`config.mk`:
```
export PLATFORM = sky130hd
export DESIGN_NAME = iic_ctrl
export DESIGN_NICKNAME = d
export VERILOG_FILES = /design/src/core/iic_pkg.sv /design/src/core/iic_arbiter.sv /design/src/core/iic_ctrl.sv
export VERILOG_INCLUDE_DIRS = /design/src /design/src/core
export SDC_FILE = /design/constraint.sdc
export NUM_CORES = 1
export LEC_CHECK = 0
export ABC_AREA = 1
export BUFFER_PORTS_ARGS = -buffer_cell sky130_fd_sc_hd__buf_2
export CORE_MARGIN = 4
export CORE_UTILIZATION = 50
export CTS_BUF_LIST = sky130_fd_sc_hd__clkbuf_8 sky130_fd_sc_hd__clkbuf_16
export CTS_CLUSTER_DIAMETER = 60
export DETAILED_ROUTE_END_ITERATION = 7
export PLACE_DENSITY_LB_ADDON = 0.05
export SLEW_MARGIN = 5
export SYNTH_ARGS = -nofsm -noshare
export SYNTH_HDL_FRONTEND = slang
export SYNTH_SLANG_ARGS = --single-unit
```
`constraint.sdc`:
```
create_clock -name clk -period 15.2 [get_ports clk]
set_input_delay 3.8 -clock clk [delete_from_list [all_inputs] [get_ports clk]]
set_output_delay 3.8 -clock clk [all_outputs]
set_load 0.01 [all_outputs]
```
`src/core/iic_defs.svh`:
```
// Purpose: addresses, field positions, reset values and vector figures of the controller
// Assumes: special-function register addresses are 8 bits wide
// Notes: definitions only
`ifndef IIC_DEFS_SVH
`define IIC_DEFS_SVH

`define IIC_NUM_SRC 14
`define IIC_ADDR_MAIN_EN 8'hE8
`define IIC_ADDR_EXT_EN 8'hAD
`define IIC_ADDR_PIN_CTRL 8'hC0
`define IIC_ADDR_MAIN_LO 8'hB8
`define IIC_ADDR_MAIN_HI 8'hB7
`define IIC_ADDR_EXT_LO 8'hAE
`define IIC_ADDR_EXT_HI 8'hAF

`define IIC_RST_BYTE 8'h00
`define IIC_MAIN_EN_MASK 8'hBF
`define IIC_EXT_MASK 8'h3F
`define IIC_GLOBAL_BIT 7

// pin control nibble: pin 2 in bits 3..0, pin 3 in bits 7..4
`define IIC_PIN_NIBBLE 4
`define IIC_PIN_POL 3
`define IIC_PIN_ON 2
`define IIC_PIN_FLAG 1
`define IIC_PIN_EDGE 0
`define IIC_SRC_PIN2 4'h6
`define IIC_SRC_PIN3 4'h7

`define IIC_VEC_BASE 16'h0003
`define IIC_VEC_SHIFT 3

`endif

```
`src/core/iic_pkg.sv`:
```
// Purpose: types shared by the interrupt controller files
// Assumes: nothing beyond the constants header
// Notes: carrier structs for the register port, peripheral flags and cpu offer
package iic_pkg;

   typedef logic [1:0] iic_lvl_t;
   typedef logic [3:0] iic_idx_t;

   typedef struct packed {
      logic rd;
      logic wr;
      logic [7:0] addr;
      logic [7:0] wdata;
   } iic_sfr_t;

   typedef struct packed {
      logic pin0_request;
      logic pin1_request;
      logic timer0_overflow_flag;
      logic timer1_overflow_flag;
      logic timer2_overflow_flag;
      logic timer2_external_flag;
      logic serial0_receive_flag;
      logic serial0_transmit_flag;
      logic spi_done_flag;
      logic conversion_done_flag;
      logic counter_wrap_flag;
      logic [5:0] module_match_flags;
      logic brownout_flag;
      logic serial1_receive_flag;
      logic serial1_transmit_flag;
      logic keypad_match_flag;
   } iic_flags_t;

   typedef struct packed {
      logic req;
      logic [15:0] vector;
   } iic_offer_t;

endpackage

```
`src/core/iic_arbiter.sv`:
```
// Purpose: picks the winning request by level, then by polling position
// Assumes: pending inputs are already gated by their enables
// Notes: purely combinational
module iic_arbiter
   import iic_pkg::*;
(
   // requests
   input wire logic [13:0] pending,
   input wire logic [13:0] lvl_hi,
   input wire logic [13:0] lvl_lo,
   // active handlers, one marker per level
   input wire logic [3:0] in_service,
   // winner
   output iic_pkg::iic_idx_t win_idx,
   output iic_pkg::iic_lvl_t win_lvl,
   output logic win_valid
);
   import iic_pkg::*;

   logic found;

   always_comb begin
      found = 1'b0;
      win_idx = 4'h0;
      win_lvl = 2'h0;
      // walk from the last source down so equal levels end on the lowest index
      for (int s = 13; s >= 0; s--) begin
         if (pending[s] && (!found || {lvl_hi[s], lvl_lo[s]} >= win_lvl)) begin // [RQ5] [RQ15]
            found = 1'b1;
            win_idx = 4'(s);
            win_lvl = {lvl_hi[s], lvl_lo[s]};
         end
      end
      // a handler at this level or above holds off the request
      win_valid = found && ((in_service >> win_lvl) == 4'h0); // [RQ16] [RQ19]
   end

endmodule

```
`src/core/iic_ctrl.sv`:
```
// Purpose: fourteen-source, four-level interrupt controller with fixed vectors
// Assumes: cpu_ack pulses when the cpu branches to the offered vector, cpu_reti on return
// Notes: register reads answer one cycle after the read strobe
//
// What this block does
// RQ1: fourteen sources, each with a high and low bit choosing one of four levels
// RQ2: software writes to request flags act exactly like hardware updates
// RQ3: service needs both source enable and global enable at bit 7
// RQ4: vector is 0003H plus eight per source, up to 006BH
// RQ5: equal levels resolve in fixed polling order, external 0 first, keypad last
// RQ6: main enable bits 5..0 enable timer2, serial0, timer1, pin1, timer0, pin0
// RQ7: software writes zero to reserved bit 6 of the main enables
// RQ8: pin control bit 7 picks pin 3 polarity, one means high or rising
// RQ9: pin control bit 4 picks level sensing at zero, edge sensing at one
// RQ10: pin 3 flag at bit 5 set on edge, cleared when serviced
// RQ11: pin control bit 6 enables the pin 3 source
// RQ12: pin 2 uses the low nibble the same way as pin 3
// RQ13: extended enables bits 5..0 gate keypad, serial1, brown-out, counter array, converter, spi
// RQ14: software writes zeros to the two reserved top extended enable bits
// RQ15: level code 11 is highest, then 10, then 01, 00 lowest
// RQ16: no preemption by lower level; higher level wins among simultaneous requests
// RQ17: timer 0 and timer 1 flags are cleared on vectoring
// RQ18: timer2 request ORs two flags; peripheral flags stay until software clears
// RQ19: one in-service marker per level, set on vectoring, cleared on return
`include "iic_defs.svh"

module iic_ctrl (
   // clock and reset
   input wire logic clk,
   input wire logic resetn,
   // register port
   input iic_pkg::iic_sfr_t sfr,
   output logic [7:0] sfr_rdata,
   // peripheral request flags
   input iic_pkg::iic_flags_t flags,
   // external pins, asynchronous
   input wire logic ext_pin_2,
   input wire logic ext_pin_3,
   // cpu side
   input wire logic cpu_ack,
   input wire logic cpu_reti,
   output iic_pkg::iic_offer_t offer,
   // clear pulses to owners of sources 3..0 (timer1, pin1, timer0, pin0)
   output logic [3:0] vector_clear
);
   import iic_pkg::*;

   logic [7:0] main_en_ff, nxt_main_en;
   logic [7:0] ext_en_ff, nxt_ext_en;
   logic [7:0] pin_ctrl_ff, nxt_pin_ctrl;
   logic [7:0] main_lo_ff, nxt_main_lo;
   logic [7:0] main_hi_ff, nxt_main_hi;
   logic [7:0] ext_lo_ff, nxt_ext_lo;
   logic [7:0] ext_hi_ff, nxt_ext_hi;
   logic [7:0] rdata_ff, nxt_rdata;
   logic [1:0] sync1_ff, sync2_ff, prev_ff;
   logic [3:0] in_service_ff, nxt_in_service;
   logic offer_req_ff, nxt_offer_req;
   iic_idx_t offer_idx_ff, nxt_offer_idx;
   iic_lvl_t offer_lvl_ff, nxt_offer_lvl;
   logic [15:0] vector_ff, nxt_vector;
   logic [3:0] clear_ff, nxt_clear;
   logic [13:0] raw_req, src_en, pending;
   logic [1:0] pin_edge;
   logic win_valid;
   iic_idx_t win_idx;
   iic_lvl_t win_lvl;
   logic taken;

   function automatic logic [3:0] drop_top(input logic [3:0] v);
      logic [3:0] r;
      r = v;
      for (int k = 3; k >= 0; k--) begin
         if (v[k] && (v >> (k + 1)) == 4'h0) begin
            r[k] = 1'b0;
         end
      end
      return r;
   endfunction

   function automatic logic pin_active(input logic lvl, input logic pol);
      return pol ? lvl : ~lvl; // [RQ8]
   endfunction

   assign taken = cpu_ack && offer_req_ff;

   // sources in polling order
   always_comb begin
      raw_req = {flags.keypad_match_flag,
                 flags.serial1_receive_flag | flags.serial1_transmit_flag,
                 flags.brownout_flag,
                 flags.counter_wrap_flag | (|flags.module_match_flags),
                 flags.conversion_done_flag,
                 flags.spi_done_flag,
                 pin_ctrl_ff[`IIC_PIN_NIBBLE + `IIC_PIN_FLAG],
                 pin_ctrl_ff[`IIC_PIN_FLAG],
                 flags.timer2_overflow_flag | flags.timer2_external_flag, // [RQ18]
                 flags.serial0_receive_flag | flags.serial0_transmit_flag,
                 flags.timer1_overflow_flag,
                 flags.pin1_request,
                 flags.timer0_overflow_flag,
                 flags.pin0_request}; // [RQ1]
      src_en = {ext_en_ff[5:0], // [RQ13]
                pin_ctrl_ff[`IIC_PIN_NIBBLE + `IIC_PIN_ON], // [RQ11]
                pin_ctrl_ff[`IIC_PIN_ON], // [RQ12]
                main_en_ff[5:0]}; // [RQ6]
      pending = raw_req & src_en & {14{main_en_ff[`IIC_GLOBAL_BIT]}}; // [RQ3]
   end

   iic_arbiter u_arbiter (
      .pending(pending),
      .lvl_hi({ext_hi_ff[5:0], main_hi_ff}),
      .lvl_lo({ext_lo_ff[5:0], main_lo_ff}),
      .in_service(in_service_ff),
      .win_idx(win_idx),
      .win_lvl(win_lvl),
      .win_valid(win_valid)
   );

   // register file and pin flags
   always_comb begin
      nxt_main_en = main_en_ff;
      nxt_ext_en = ext_en_ff;
      nxt_pin_ctrl = pin_ctrl_ff;
      nxt_main_lo = main_lo_ff;
      nxt_main_hi = main_hi_ff;
      nxt_ext_lo = ext_lo_ff;
      nxt_ext_hi = ext_hi_ff;
      pin_edge = 2'b00;
      if (sfr.wr) begin
         unique case (sfr.addr)
            `IIC_ADDR_MAIN_EN: nxt_main_en = sfr.wdata & `IIC_MAIN_EN_MASK; // [RQ7]
            `IIC_ADDR_EXT_EN: nxt_ext_en = sfr.wdata & `IIC_EXT_MASK; // [RQ14]
            `IIC_ADDR_PIN_CTRL: nxt_pin_ctrl = sfr.wdata; // [RQ2]
            `IIC_ADDR_MAIN_LO: nxt_main_lo = sfr.wdata;
            `IIC_ADDR_MAIN_HI: nxt_main_hi = sfr.wdata;
            `IIC_ADDR_EXT_LO: nxt_ext_lo = sfr.wdata & `IIC_EXT_MASK;
            `IIC_ADDR_EXT_HI: nxt_ext_hi = sfr.wdata & `IIC_EXT_MASK;
            default: ;
         endcase
      end
      for (int p = 0; p < 2; p++) begin
         pin_edge[p] = pin_active(sync2_ff[p], pin_ctrl_ff[4 * p + `IIC_PIN_POL])
                       && !pin_active(prev_ff[p], pin_ctrl_ff[4 * p + `IIC_PIN_POL]);
         // mode as written this cycle, so a write of mode and flag together keeps the flag
         if (nxt_pin_ctrl[4 * p + `IIC_PIN_EDGE]) begin
            // edge flag: cleared when its handler is taken, a new edge wins
            if (taken && offer_idx_ff == `IIC_SRC_PIN2 + 4'(p)) begin
               nxt_pin_ctrl[4 * p + `IIC_PIN_FLAG] = 1'b0; // [RQ10]
            end
            if (pin_edge[p]) begin
               nxt_pin_ctrl[4 * p + `IIC_PIN_FLAG] = 1'b1; // [RQ9] [RQ10] [RQ12]
            end
         end else begin
            // level mode: the pin owns the flag, so a write cannot hold it
            nxt_pin_ctrl[4 * p + `IIC_PIN_FLAG] =
               pin_active(sync2_ff[p], pin_ctrl_ff[4 * p + `IIC_PIN_POL]); // [RQ9]
         end
      end
   end

   // read port, reserved bits already stored as zero
   always_comb begin
      nxt_rdata = rdata_ff;
      if (sfr.rd) begin
         unique case (sfr.addr)
            `IIC_ADDR_MAIN_EN: nxt_rdata = main_en_ff;
            `IIC_ADDR_EXT_EN: nxt_rdata = ext_en_ff;
            `IIC_ADDR_PIN_CTRL: nxt_rdata = pin_ctrl_ff;
            `IIC_ADDR_MAIN_LO: nxt_rdata = main_lo_ff;
            `IIC_ADDR_MAIN_HI: nxt_rdata = main_hi_ff;
            `IIC_ADDR_EXT_LO: nxt_rdata = ext_lo_ff;
            `IIC_ADDR_EXT_HI: nxt_rdata = ext_hi_ff;
            default: nxt_rdata = `IIC_RST_BYTE;
         endcase
      end
   end

   // offer to the cpu and in-service markers
   always_comb begin
      nxt_in_service = in_service_ff;
      if (cpu_reti) begin
         nxt_in_service = drop_top(in_service_ff); // [RQ19]
      end
      if (taken) begin
         nxt_in_service[offer_lvl_ff] = 1'b1; // [RQ19]
      end
      // the cycle of acceptance drops the offer so arbitration sees the new markers
      nxt_offer_req = win_valid && !cpu_ack;
      nxt_offer_idx = win_idx;
      nxt_offer_lvl = win_lvl;
      nxt_vector = `IIC_VEC_BASE + (16'(win_idx) << `IIC_VEC_SHIFT); // [RQ4]
      nxt_clear = 4'h0;
      if (taken && offer_idx_ff < 4'h4) begin
         nxt_clear[offer_idx_ff[1:0]] = 1'b1; // [RQ17]
      end
   end

   always_ff @(posedge clk or negedge resetn) begin
      if (!resetn) begin
         main_en_ff <= `IIC_RST_BYTE;
         ext_en_ff <= `IIC_RST_BYTE;
         pin_ctrl_ff <= `IIC_RST_BYTE;
         main_lo_ff <= `IIC_RST_BYTE;
         main_hi_ff <= `IIC_RST_BYTE;
         ext_lo_ff <= `IIC_RST_BYTE;
         ext_hi_ff <= `IIC_RST_BYTE;
         rdata_ff <= `IIC_RST_BYTE;
         sync1_ff <= 2'b11;
         sync2_ff <= 2'b11;
         prev_ff <= 2'b11;
         in_service_ff <= 4'h0;
         offer_req_ff <= 1'b0;
         offer_idx_ff <= 4'h0;
         offer_lvl_ff <= 2'h0;
         vector_ff <= 16'h0000;
         clear_ff <= 4'h0;
      end else begin
         main_en_ff <= nxt_main_en;
         ext_en_ff <= nxt_ext_en;
         pin_ctrl_ff <= nxt_pin_ctrl;
         main_lo_ff <= nxt_main_lo;
         main_hi_ff <= nxt_main_hi;
         ext_lo_ff <= nxt_ext_lo;
         ext_hi_ff <= nxt_ext_hi;
         rdata_ff <= nxt_rdata;
         sync1_ff <= {ext_pin_3, ext_pin_2};
         sync2_ff <= sync1_ff;
         prev_ff <= sync2_ff;
         in_service_ff <= nxt_in_service;
         offer_req_ff <= nxt_offer_req;
         offer_idx_ff <= nxt_offer_idx;
         offer_lvl_ff <= nxt_offer_lvl;
         vector_ff <= nxt_vector;
         clear_ff <= nxt_clear;
      end
   end

   assign sfr_rdata = rdata_ff;
   assign offer = '{req: offer_req_ff, vector: vector_ff};
   assign vector_clear = clear_ff;

   vec_calc_a: assert property (@(posedge clk) disable iff (!resetn) // [RQ4]
      offer_req_ff |-> vector_ff == 16'h0003 + {9'h000, offer_idx_ff, 3'b000})
      else $error("offered vector does not match source");

   global_gate_a: assert property (@(posedge clk) disable iff (!resetn) // [RQ3]
      !main_en_ff[7] ##1 !main_en_ff[7] |-> !offer_req_ff)
      else $error("request offered with global enable low");

   pin3_edge_a: assert property (@(posedge clk) disable iff (!resetn) // [RQ10]
      pin_ctrl_ff[4] && pin_edge[1] |=> pin_ctrl_ff[5])
      else $error("pin 3 edge did not set its flag");

   timer0_clear_a: assert property (@(posedge clk) disable iff (!resetn) // [RQ17]
      cpu_ack && offer_req_ff && offer_idx_ff == 4'h1 |=> vector_clear == 4'b0010 ##1 !vector_clear[1])
      else $error("timer 0 clear pulse wrong");

   marker_set_a: assert property (@(posedge clk) disable iff (!resetn) // [RQ19]
      cpu_ack && offer_req_ff |=> in_service_ff[$past(offer_lvl_ff)] && !offer_req_ff)
      else $error("in-service marker not set on acceptance");

   reserved_read_a: assert property (@(posedge clk) disable iff (!resetn) // [RQ7]
      sfr.rd && sfr.addr == 8'hE8 |=> !sfr_rdata[6])
      else $error("reserved enable bit reads as one");

   no_preempt_a: assert property (@(posedge clk) disable iff (!resetn) // [RQ16]
      offer_req_ff && !$past(cpu_ack) && !$past(cpu_reti) |-> (in_service_ff >> offer_lvl_ff) == 4'h0)
      else $error("offer at or below an active level");

   reti_clear_a: assert property (@(posedge clk) disable iff (!resetn) // [RQ19]
      cpu_reti && !cpu_ack && in_service_ff[3] |=> !in_service_ff[3])
      else $error("return did not clear the top marker");

endmodule

```
==> results of run 1 <==
==> how the worst max path moves through the flow <==
| stage | to | slack, ns | cells past startpoint |
|---|---|---|---|
| 4_1_cts | offer_req_ff | 0.0002 | 108 |
| 6_report | offer_req_ff | 0.30 | 110 |
| 5_1_grt | offer_req_ff | -0.36 | 108 |
| 2_1_floorplan | offer_idx_ff[3] | 0.0003 | 104 |
| 3_3_place_gp | offer_req_ff | -0.37 | 108 |
| 3_5_place_dp | offer_req_ff | -0.95 | 108 |
==> registers in the layout, summed over array words and instances (netlist names) <==
name and count:
main_hi_ff 8, main_lo_ff 8, pin_ctrl_ff 8, sfr_rdata 8
main_en_ff 7, ext_en_ff 6, ext_hi_ff 6, ext_lo_ff 6
in_service_ff 4, offer_idx_ff 4, vector_clear 4, offer_lvl_ff 2
prev_ff 2, sync1_ff 2, sync2_ff 2, offer_req_ff 1
vector_ff 1
==> final cells by class <==
cell class,count,area (µm²)
inverters,110,415.4
clock inverters,6,61.31
well taps,129,161.4
multi-input cells,447,2818
fillers,784,2831
repair buffers,146,962.2
flip-flops and latches,79,1984
clock buffers,10,137.6
==> through the flow <==
stage	worst slack, ns	hold slack, ns	setup TNS, ns
after floorplan	0.0003038	0.3452	0
after global placement	-0.3717	0.3458	-1.756
after detailed placement	-0.9475	0.3470	-5.728
after CTS	0.0001670	0.3604	0
after global routing	-0.3623	0.3674	-2.035
final	0.3048	0.3597	0
==> cells in the mapped netlist (5+ instances only) <==
master / n / area [µm²]
nand2_1: 134 / 503.0
inv_1: 108 / 405.4
o21ai_0: 76 / 380.4
dfrtp_1: 73 / 1827
nor2_1: 46 / 172.7
nand3_1: 38 / 190.2
nand2_2: 22 / 137.6
ha_1: 19 / 237.7
a21oi_1: 14 / 70.07
nor3_1: 14 / 70.07
buf_4: 13 / 97.59
nand3_2: 13 / 130.1
o22ai_1: 10 / 62.56
nand2_4: 9 / 101.4
dfstp_2: 6 / 157.7
or2_2: 6 / 37.54
a2111oi_0: 5 / 43.79
clkbuf_1: 5 / 18.77
o221ai_1: 5 / 43.79
==> power groups by stage <==
stage               Combinational [W]  Clock (W)  Sequential [W]
detailed placement           0.000191          0        0.000247
floorplan                    0.000118          0        0.000245
global route                 0.000292   0.000172        0.000247
global placement             0.000186          0        0.000246
finish                       0.000266   0.000163        0.000244
CTS                          0.000207   0.000164        0.000243
==> kinds of logic after synthesis <==
kind of cell,Yosys count,share of synthesized area (%)
buffers and inverters,129,10.90
AND/OR/NAND/NOR,295,29.16
AO/OA/AOI/OAI,120,13.89
multiplexers,2,0.4604
adder cells (fa/ha/maj),19,4.861
other,2,0.1535
flip-flops,79,40.57
==> placed cells by master (no fill, tap or decap), types with 15 or more instances in the layout <==
cell and count:
nand2_1 113, nand2_2 37, nand3_2 17, nor2_1 42, nand2_4 15, dfrtp_1 73
buf_4 80, buf_2 61, nand3_1 30, o21ai_0 64, inv_1 96
==> critical path, delay by kind of cell <==
family / cells / cell delay (ns)
simple gates: 49 / 4.14
compound gates: 23 / 1.96
fa+ha+maj: 12 / 3.02
buf+inv: 26 / 2.20
==> layer usage <==
metal  wire length [µm]  global-route usage, %  part of all wire (%)  up-vias
li1                   -                      -                     -     2374
met1               6136                  31.82                    43     2283
met2               6975                  40.11                    48      193
met3                874                  3.974                   6.1       41
met4                408                  6.667                   2.8        0
met5                  0                      0                     0        -
==> timing repair <==
item                                    4_1_cts  5_1_grt
setup buffers                                14       23
gates resized for setup                      21       86
cloned                                        0        0
endpoints found under the setup margin        7        7
pin swaps                                    22       63
==> results.sh, run 1 <==
export IMPL_fp_coreArea_um2=9371
export IMPL_seqPwrFrac_pct=36.3
export IMPL_avgSynthCellArea_um2=7.571
export IMPL_grt_antenna_before_repair=0
export IMPL_nets=857
export IMPL_async_flop_share_pct=100.0
export IMPL_syn_area_um2=4891
export IMPL_slowest_stage="ha_1"
export IMPL_drv_slew=0
export IMPL_p_switching_w=0.0002403
export IMPL_ioPinCount=74
export IMPL_grtUsageTotal_pct=23.84
export IMPL_hold_end="sync2_ff[0]"
export IMPL_drt_antenna_violating_nets=0
export IMPL_place_gp_congestion=0.8819
export IMPL_min_period_ns=14.90
export IMPL_start_util_pct=52.19
export IMPL_synth_seq_cells=79
export IMPL_hpwl_mm=10.06
export IMPL_diodes=0
export IMPL_die_area_um2=11430
export IMPL_clk_pin_slew_worst_paths_ns=0.09
export IMPL_synth_distinct_cells=37
export IMPL_drt_iter0_markers=266
export IMPL_min_path_cells=0
export IMPL_numCtsBuffers=9
export IMPL_numPortBuffers=63
export IMPL_pwr_share_comb_pct=39.5
export IMPL_setup_viol=0
export IMPL_swShare_pct=35.72
export IMPL_cts_hold_buf=0
export IMPL_min_path_type="reg2reg"
export IMPL_grt_max_degree=80
export IMPL_viasPerCell=5.276
export IMPL_drive_gt1_share_pct=38.35
export IMPL_fin_skew_ns=0.01339
export IMPL_fmax_mhz=67.14
export IMPL_vias=4891
export IMPL_startpoint_type="primary input"
export IMPL_worst_pin_slew_ns=1.074
export IMPL_p_int_w=0.0004324
export IMPL_max_cap_violations=0
export IMPL_cts_tree="yes"
export IMPL_status="completed"
export IMPL_cts_root_buf="clkbuf_8"
export IMPL_hp_start="sync1_ff[0]"
export IMPL_cp_data_arrival_time_ns=15.18
export IMPL_cts_sinks=79
export IMPL_grt_pass1_vias=4638
export IMPL_pwr_density_cell_nw_per_um2=102.9
export IMPL_row_count=35
export IMPL_finish_utilization_pct=69.79
export IMPL_clkPwrFrac_pct=24.2
export IMPL_relSlewSlack_pct=26.52
export IMPL_hold_viol=0
export IMPL_drt_pass1_iter_count=5
export IMPL_final_cells=927
export IMPL_syn_instance_count=646
export IMPL_p_total_w=0.0006727
export IMPL_htree_levels=3
export IMPL_die_y_um=106.9
export IMPL_r2r_start="main_en_ff[7]"
export IMPL_post_route_drc_count=0
export IMPL_insertion_delay_ns=0.35
export IMPL_dp_cells=874
export IMPL_crit_path_max_fanout=5
export IMPL_r2r_end="offer_req_ff"
export IMPL_clock_path_buffers=2
export IMPL_worstSetupPathType="in2reg"
export IMPL_period_share_pct=97.99
export IMPL_vdd_drop_max_mv=0.06700
export IMPL_p_leak_nw=3.398
export IMPL_yosysWarningCount=0
export IMPL_post_route_cell_area_um2=6540
export IMPL_ys_seq_area_share_pct=40.57
export IMPL_areaGrowthSynthToFinish_pct=33.72
export IMPL_grt_pass1_wl_mm=21.65
export IMPL_r2r_cells=107
export IMPL_critPathRequiredTime_ns=15.48
export IMPL_grt_remaining_overflow=0
export IMPL_critPathLaunch="flags[0]"
export IMPL_end_kind="flip-flop"
export IMPL_ys_flop_type="dfrtp_1"
export IMPL_dpl_cell_area_um2=5648
export IMPL_synth_edf_count=0
export IMPL_die_x_um=106.9
export IMPL_crit_path_frequent_cell="nand2_2"
export IMPL_regToRegSetupSlack_ns=2.99
export IMPL_drt_wirelength_per_cell_um=15.53
export IMPL_routed_wl_mm=14.40
export IMPL_rsz0062_at_grt="yes"
export IMPL_slowest_delay_ns=0.30
(Power assumes the default switching activity.)
==> run 2: changes to the inputs <==
- CTS_BUF_LIST: sky130_fd_sc_hd__clkbuf_8 sky130_fd_sc_hd__clkbuf_16 -> default
==> results.sh, run 2 (synthesis gave the netlist of run 1 again) <==
export IMPL_status="completed"
export IMPL_routed_wl_mm=14.40
export IMPL_rsz0062_at_grt="yes"
export IMPL_max_cap_violations=0
export IMPL_die_area_um2=11430
export IMPL_grt_pass1_wl_mm=21.65
export IMPL_insertion_delay_ns=0.35
export IMPL_drt_iter0_markers=274
export IMPL_min_path_type="reg2reg"
export IMPL_crit_path_frequent_cell="nand2_2"
export IMPL_diodes=0
export IMPL_fin_setup_tns_ns=0
export IMPL_slowest_stage="ha_1"
export IMPL_grt_pass1_vias=4638
export IMPL_crit_family="simple AND/OR/NAND/NOR gates"
export IMPL_cp_data_arrival_time_ns=15.19
export IMPL_htree_levels=3
export IMPL_grtUsageTotal_pct=23.84
export IMPL_drt_pass1_iter_count=5
export IMPL_numPortBuffers=63
export IMPL_fin_skew_ns=0.01211
export IMPL_numCtsBuffers=9
export IMPL_fillers=784
export IMPL_hold_viol=0
export IMPL_p_total_w=0.0006723
export IMPL_crit_path_max_fanout=5
export IMPL_clk_pin_slew_worst_paths_ns=0.09
export IMPL_worst_pin_slew_ns=1.098
export IMPL_startpoint_type="primary input"
export IMPL_r2r_cells=107
export IMPL_cp_num_buf_inv=26
export IMPL_setup_viol=0
export IMPL_relSlewSlack_pct=24.88
export IMPL_start_util_pct=52.19
export IMPL_mostFrequentLayoutCells="nand2_1 (113), inv_1 (95), buf_4 (80)"
export IMPL_drive_gt1_share_pct=38.35
export IMPL_place_gp_congestion=0.8819
export IMPL_grt_max_degree=80
export IMPL_drv_slew=0
export IMPL_regToRegSetupSlack_ns=2.97
export IMPL_areaGrowthSynthToFinish_pct=33.72
export IMPL_fmax_mhz=67.06
export IMPL_die_x_um=106.9
export IMPL_multi_input_area_um2=2818
export IMPL_vdd_drop_max_mv=0.06699
export IMPL_pwr_density_cell_nw_per_um2=102.8
export IMPL_r2r_start="main_en_ff[7]"
export IMPL_hpwl_mm=10.06
export IMPL_min_period_ns=14.91
export IMPL_nets=857
export IMPL_cts_tree="yes"
export IMPL_worstSetupPathType="in2reg"
export IMPL_grt_remaining_overflow=0
export IMPL_critPathLaunch="flags[0]"
export IMPL_r2r_end="offer_req_ff"
export IMPL_drt_wirelength_per_cell_um=15.53
export IMPL_end_kind="flip-flop"
export IMPL_layout_commonest_cell="nand2_1"
export IMPL_viasPerCell=5.249
export IMPL_crit_path_end="offer_req_ff"
export IMPL_slowest_delay_ns=0.30
export IMPL_critPathRequiredTime_ns=15.48
export IMPL_fp_coreArea_um2=9371
export IMPL_die_y_um=106.9
export IMPL_p_leak_nw=3.394
export IMPL_critical_path_cell_count=110
export IMPL_cts_hold_buf=0
export IMPL_grt_antenna_before_repair=0
export IMPL_period_share_pct=98.10
export IMPL_ioPinCount=74
export IMPL_cts_root_buf="clkbuf_8"
export IMPL_vias=4866
export IMPL_ff_latch_area_um2=1984
export IMPL_drt_antenna_violating_nets=0
export IMPL_row_count=35
export IMPL_post_route_drc_count=0
export IMPL_clock_path_buffers=2
export IMPL_cts_sinks=79
## run 2: cell count changes in the layout (fill, tap and decap cells not counted)
| cell | previous run | this run |
|---|---|---|
| clkbuf_1 | 0 | 1 |
| inv_1 | 96 | 95 |
## run 2: worst min-delay path by stage
| stage | slack (ns) | startpoint | endpoint | cells past startpoint |
|---|---|---|---|---|
| after floorplan | 0.35 | sync1_ff[0] | sync2_ff[0] | 0 |
| after global placement | 0.35 | sync1_ff[0] | sync2_ff[0] | 0 |
| after detailed placement | 0.35 | sync1_ff[1] | sync2_ff[1] | 0 |
| after CTS | 0.36 | sync1_ff[0] | sync2_ff[0] | 0 |
| after global routing | 0.37 | sync1_ff[1] | sync2_ff[1] | 0 |
| final | 0.36 | sync1_ff[0] | sync2_ff[0] | 0 |
## run 2: through the flow
step	hold slack [ns]	instances	util [%]	cell area, µm²	setup slack, ns
after floorplan	0.3452	655	-	4943	0.0003038
after global placement	0.3458	874	60.27	5648	-0.3717
after detailed placement	0.3470	874	60.27	5648	-0.9475
after CTS	0.3604	904	64.14	6011	0.0001670
after global routing	0.3674	927	69.79	6540	-0.3623
final	0.3594	927	69.79	6540	0.2882
## run 2: power by group
part / internal, W / switching, W
Sequential: 0.000230 / 0.0000140
Combinational: 0.000123 / 0.000143
Clock: 0.0000803 / 0.0000821
## run 2: metal layers
metal | up-vias | global-route usage (%) | wire [µm]
met5 | - | 0 | 0
met4 | 0 | 6.667 | 354
met3 | 36 | 3.974 | 889
met2 | 189 | 40.11 | 7039
met1 | 2266 | 31.82 | 6112
li1 | 2375 | - | -
## run 2: layout make-up
cell class                 count  area share, %
inverter                     110          6.352
timing repair buffer         146          14.71
sequential                    79          30.34
clock buffer                  11          2.162
tap                          129          2.468
multi-input combinational    447          43.08
clock inverter                 5         0.8800
## run 2: timing repair
item / in CTS / in global routing
pin swaps: 22 / 63
buffers inserted: 14 / 23
gates resized for setup: 21 / 86
setup endpoints to repair: 7 / 7
## run 2: worst register-to-register path, delay by kind of cell (launching register included)
family / cells / cell delay [ns]
flip-flops: 1 / 0.79
AND/OR/NAND/NOR: 51 / 4.63
adder cells (fa/ha/maj): 13 / 3.28
buffers and inverters: 19 / 1.36
AO/OA/AOI/OAI: 24 / 2.06
==> run 3: changes to the inputs <==
- ABC_AREA: 1 -> 0
- CTS_BUF_LIST: default -> sky130_fd_sc_hd__clkbuf_4 sky130_fd_sc_hd__clkbuf_8
==> results.sh, run 3 <==
export IMPL_row_count=36
export IMPL_drt_antenna_violating_nets=0
export IMPL_slowest_delay_ns=0.42
export IMPL_ys_flop_type="dfrtp_1"
export IMPL_dpl_cell_area_um2=6168
export IMPL_yosysWarningCount=0
export IMPL_crit_path_max_fanout=7
export IMPL_drt_wirelength_per_cell_um=18.46
export IMPL_rsz0062_at_grt="yes"
export IMPL_r2r_start="ext_en_ff[5]"
export IMPL_grt_antenna_before_repair=0
export IMPL_avgSynthCellArea_um2=9.713
export IMPL_layout_commonest_cell="buf_4"
export IMPL_drt_iter0_markers=327
export IMPL_fmax_mhz=54.99
export IMPL_fin_ws_ns=-2.986
export IMPL_htree_levels=3
export IMPL_max_cap_violations=0
export IMPL_end_kind="flip-flop"
export IMPL_vias=4786
export IMPL_synthTopCellsByCount="dfrtp_1 (73), nand2_1 (52), mux2_2 (48)"
export IMPL_die_area_um2=11670
export IMPL_regToRegSetupSlack_ns=0.05
export IMPL_slowest_stage="or3_4"
export IMPL_synth_most_common_cell="dfrtp_1"
export IMPL_violations="setup timing"
export IMPL_viasPerCell=5.837
export IMPL_vdd_drop_max_mv=0.05264
export IMPL_drv_slew=0
export IMPL_worstSetupPathType="in2reg"
export IMPL_routed_wl_mm=15.14
export IMPL_synth_area_leader_cell="dfrtp_1"
export IMPL_fillers=758
export IMPL_post_route_cell_area_um2=6933
export IMPL_synthXorXnorAreaFrac_pct=0
export IMPL_place_gp_congestion=0.8886
export IMPL_hpwl_mm=10.81
export IMPL_nets=746
export IMPL_grtUsageTotal_pct=26.00
export IMPL_min_path_type="reg2reg"
export IMPL_synth_mux_area_share_pct=11.51
export IMPL_cts_hold_buf=0
export IMPL_mostFrequentLayoutCells="buf_4 (107), dfrtp_1 (73), buf_2 (61)"
export IMPL_die_y_um=108.0
export IMPL_synth_top_area_share_pct=36.52
export IMPL_diodes=0
export IMPL_min_path_cells=0
export IMPL_startpoint_type="primary input"
export IMPL_worst_pin_slew_ns=1.012
export IMPL_drt_pass1_iter_count=7
export IMPL_cp_data_arrival_time_ns=18.43
export IMPL_grt_pass1_vias=4739
export IMPL_cts_sinks=79
export IMPL_clock_path_buffers=2
export IMPL_cts_root_buf="clkbuf_8"
export IMPL_grt_max_degree=80
export IMPL_cts_tree="yes"
export IMPL_drive_gt1_share_pct=48.47
export IMPL_netlist_top_cells_area="dfrtp_1 (37%), mux2_2 (11%), ha_1 (4.8%)"
export IMPL_setup_viol=7
export IMPL_async_flop_share_pct=100.0
export IMPL_synth_compound_area_share_pct=21.61
export IMPL_crit_path_frequent_cell="nand2b_4"
export IMPL_grt_remaining_overflow=0
export IMPL_numCtsBuffers=9
export IMPL_numPortBuffers=63
export IMPL_pwr_density_cell_nw_per_um2=62.30
export IMPL_hold_end="sync2_ff[1]"
export IMPL_synth_seq_cells=79
export IMPL_fin_setup_tns_ns=-19.57
export IMPL_status="complete, but fails checks"
export IMPL_ioPinCount=74
export IMPL_synthAdderAreaFrac_pct=4.752
export IMPL_critPathRequiredTime_ns=15.45
export IMPL_insertion_delay_ns=0.36
export IMPL_min_period_ns=18.19
export IMPL_ff_latch_area_um2=1984
export IMPL_hold_viol=0
export IMPL_die_x_um=108.0
export IMPL_ys_seq_area_share_pct=39.67
export IMPL_r2r_end="offer_req_ff"
export IMPL_synthSimpleGateAreaFrac_pct=17.33
export IMPL_fp_coreArea_um2=9774
export IMPL_period_share_pct=119.6
export IMPL_clk_pin_slew_worst_paths_ns=0.09
export IMPL_r2r_cells=85
export IMPL_post_route_drc_count=0
export IMPL_synth_distinct_cells=67
export IMPL_p_leak_nw=3.428
export IMPL_grt_pass1_wl_mm=23.67
export IMPL_relSlewSlack_pct=32.57
export IMPL_synth_top_family_by_area="compound AO/OA/AOI/OAI gates"
export IMPL_multi_input_area_um2=3327
export IMPL_start_util_pct=51.18
export IMPL_fin_skew_ns=0.01231
export IMPL_synth_edf_count=0
export IMPL_hp_start="sync1_ff[1]"
export IMPL_syn_instance_count=515
export IMPL_areaGrowthSynthToFinish_pct=38.59
export IMPL_syn_area_um2=5002
[run 3: cell count changes after synthesis, moves of 12 or more]
cell,before,now
o21ai_0,76,24
nand3_1,38,12
nand2_1,134,52
nand3_2,13,0
inv_1,108,29
nand2_2,22,0
nor2_1,46,21
and3_1,0,12
nand2b_1,0,14
mux2_2,2,48
[run 3: metal layers]
metal	global-route usage, %	part of all wire, %	up-vias
met1	35.39	43	2354
met5	0	0	-
met4	5.771	1.3	0
li1	-	-	2238
met2	43.38	48	176
met3	4.836	7.4	18
[run 3: how the worst max path moves through the flow]
| stage | startpoint | end | cells after the start |
|---|---|---|---|
| after floorplan | flags[0] | offer_req_ff | 87 |
| after global placement | flags[0] | offer_req_ff | 86 |
| after detailed placement | flags[0] | offer_req_ff | 86 |
| after CTS | flags[0] | offer_req_ff | 86 |
| after global routing | flags[0] | offer_req_ff | 86 |
| final | flags[0] | offer_req_ff | 86 |
[run 3: through the flow]
| step | std cells | hold slack, ns | util [%] | worst slack, ns | total power, W |
|---|---|---|---|---|---|
| floorplan | 524 | 0.3452 | - | -2.848 | 0.0002557 |
| global placement | 761 | 0.3454 | 63.11 | -2.938 | 0.0002774 |
| detailed placement | 761 | 0.3528 | 63.11 | -3.349 | 0.0002796 |
| CTS | 809 | 0.3657 | 68.68 | -2.725 | 0.0004318 |
| global route | 820 | 0.3671 | 70.93 | -3.697 | 0.0004494 |
| finish | 820 | 0.3624 | 70.93 | -2.986 | 0.0004319 |
[run 3: cell type report]
type / count / share of cell area (%)
multi-input cells: 391 / 47.99
flip-flops and latches: 79 / 28.62
repair buffers: 172 / 16.64
well taps: 133 / 2.400
clock buffers: 9 / 1.787
inverters: 29 / 1.642
clock inverters: 7 / 0.9204
[run 3: cells by family after synthesis]
logic type | count (synthesis)
multiplexers | 51
adder cells (fa/ha/maj) | 19
AO/OA/AOI/OAI | 145
other | 2
flip-flops | 79
AND/OR/NAND/NOR | 165
buffers and inverters | 54
[run 3: worst max-delay path, delay by kind of cell]
kind,cells,cell delay (ns)
simple gates,35,4.95
compound gates,35,6.14
buf+inv,3,0.30
fa+ha+maj,13,3.18
[run 3: repair_timing]
| action | CTS | global route |
|---|---|---|
| pin swaps | 22 | 43 |
| gates resized for setup | 22 | 23 |
| endpoints found under the setup margin | 7 | 7 |
| setup buffers | 32 | 11 |
[run 3: where the power goes]
part | internal [W] | total (W) | switching, W
combinational | 0.0000249 | 0.0000524 | 0.0000275
sequential | 0.000218 | 0.000229 | 0.0000103
clock | 0.0000624 | 0.000151 | 0.0000884
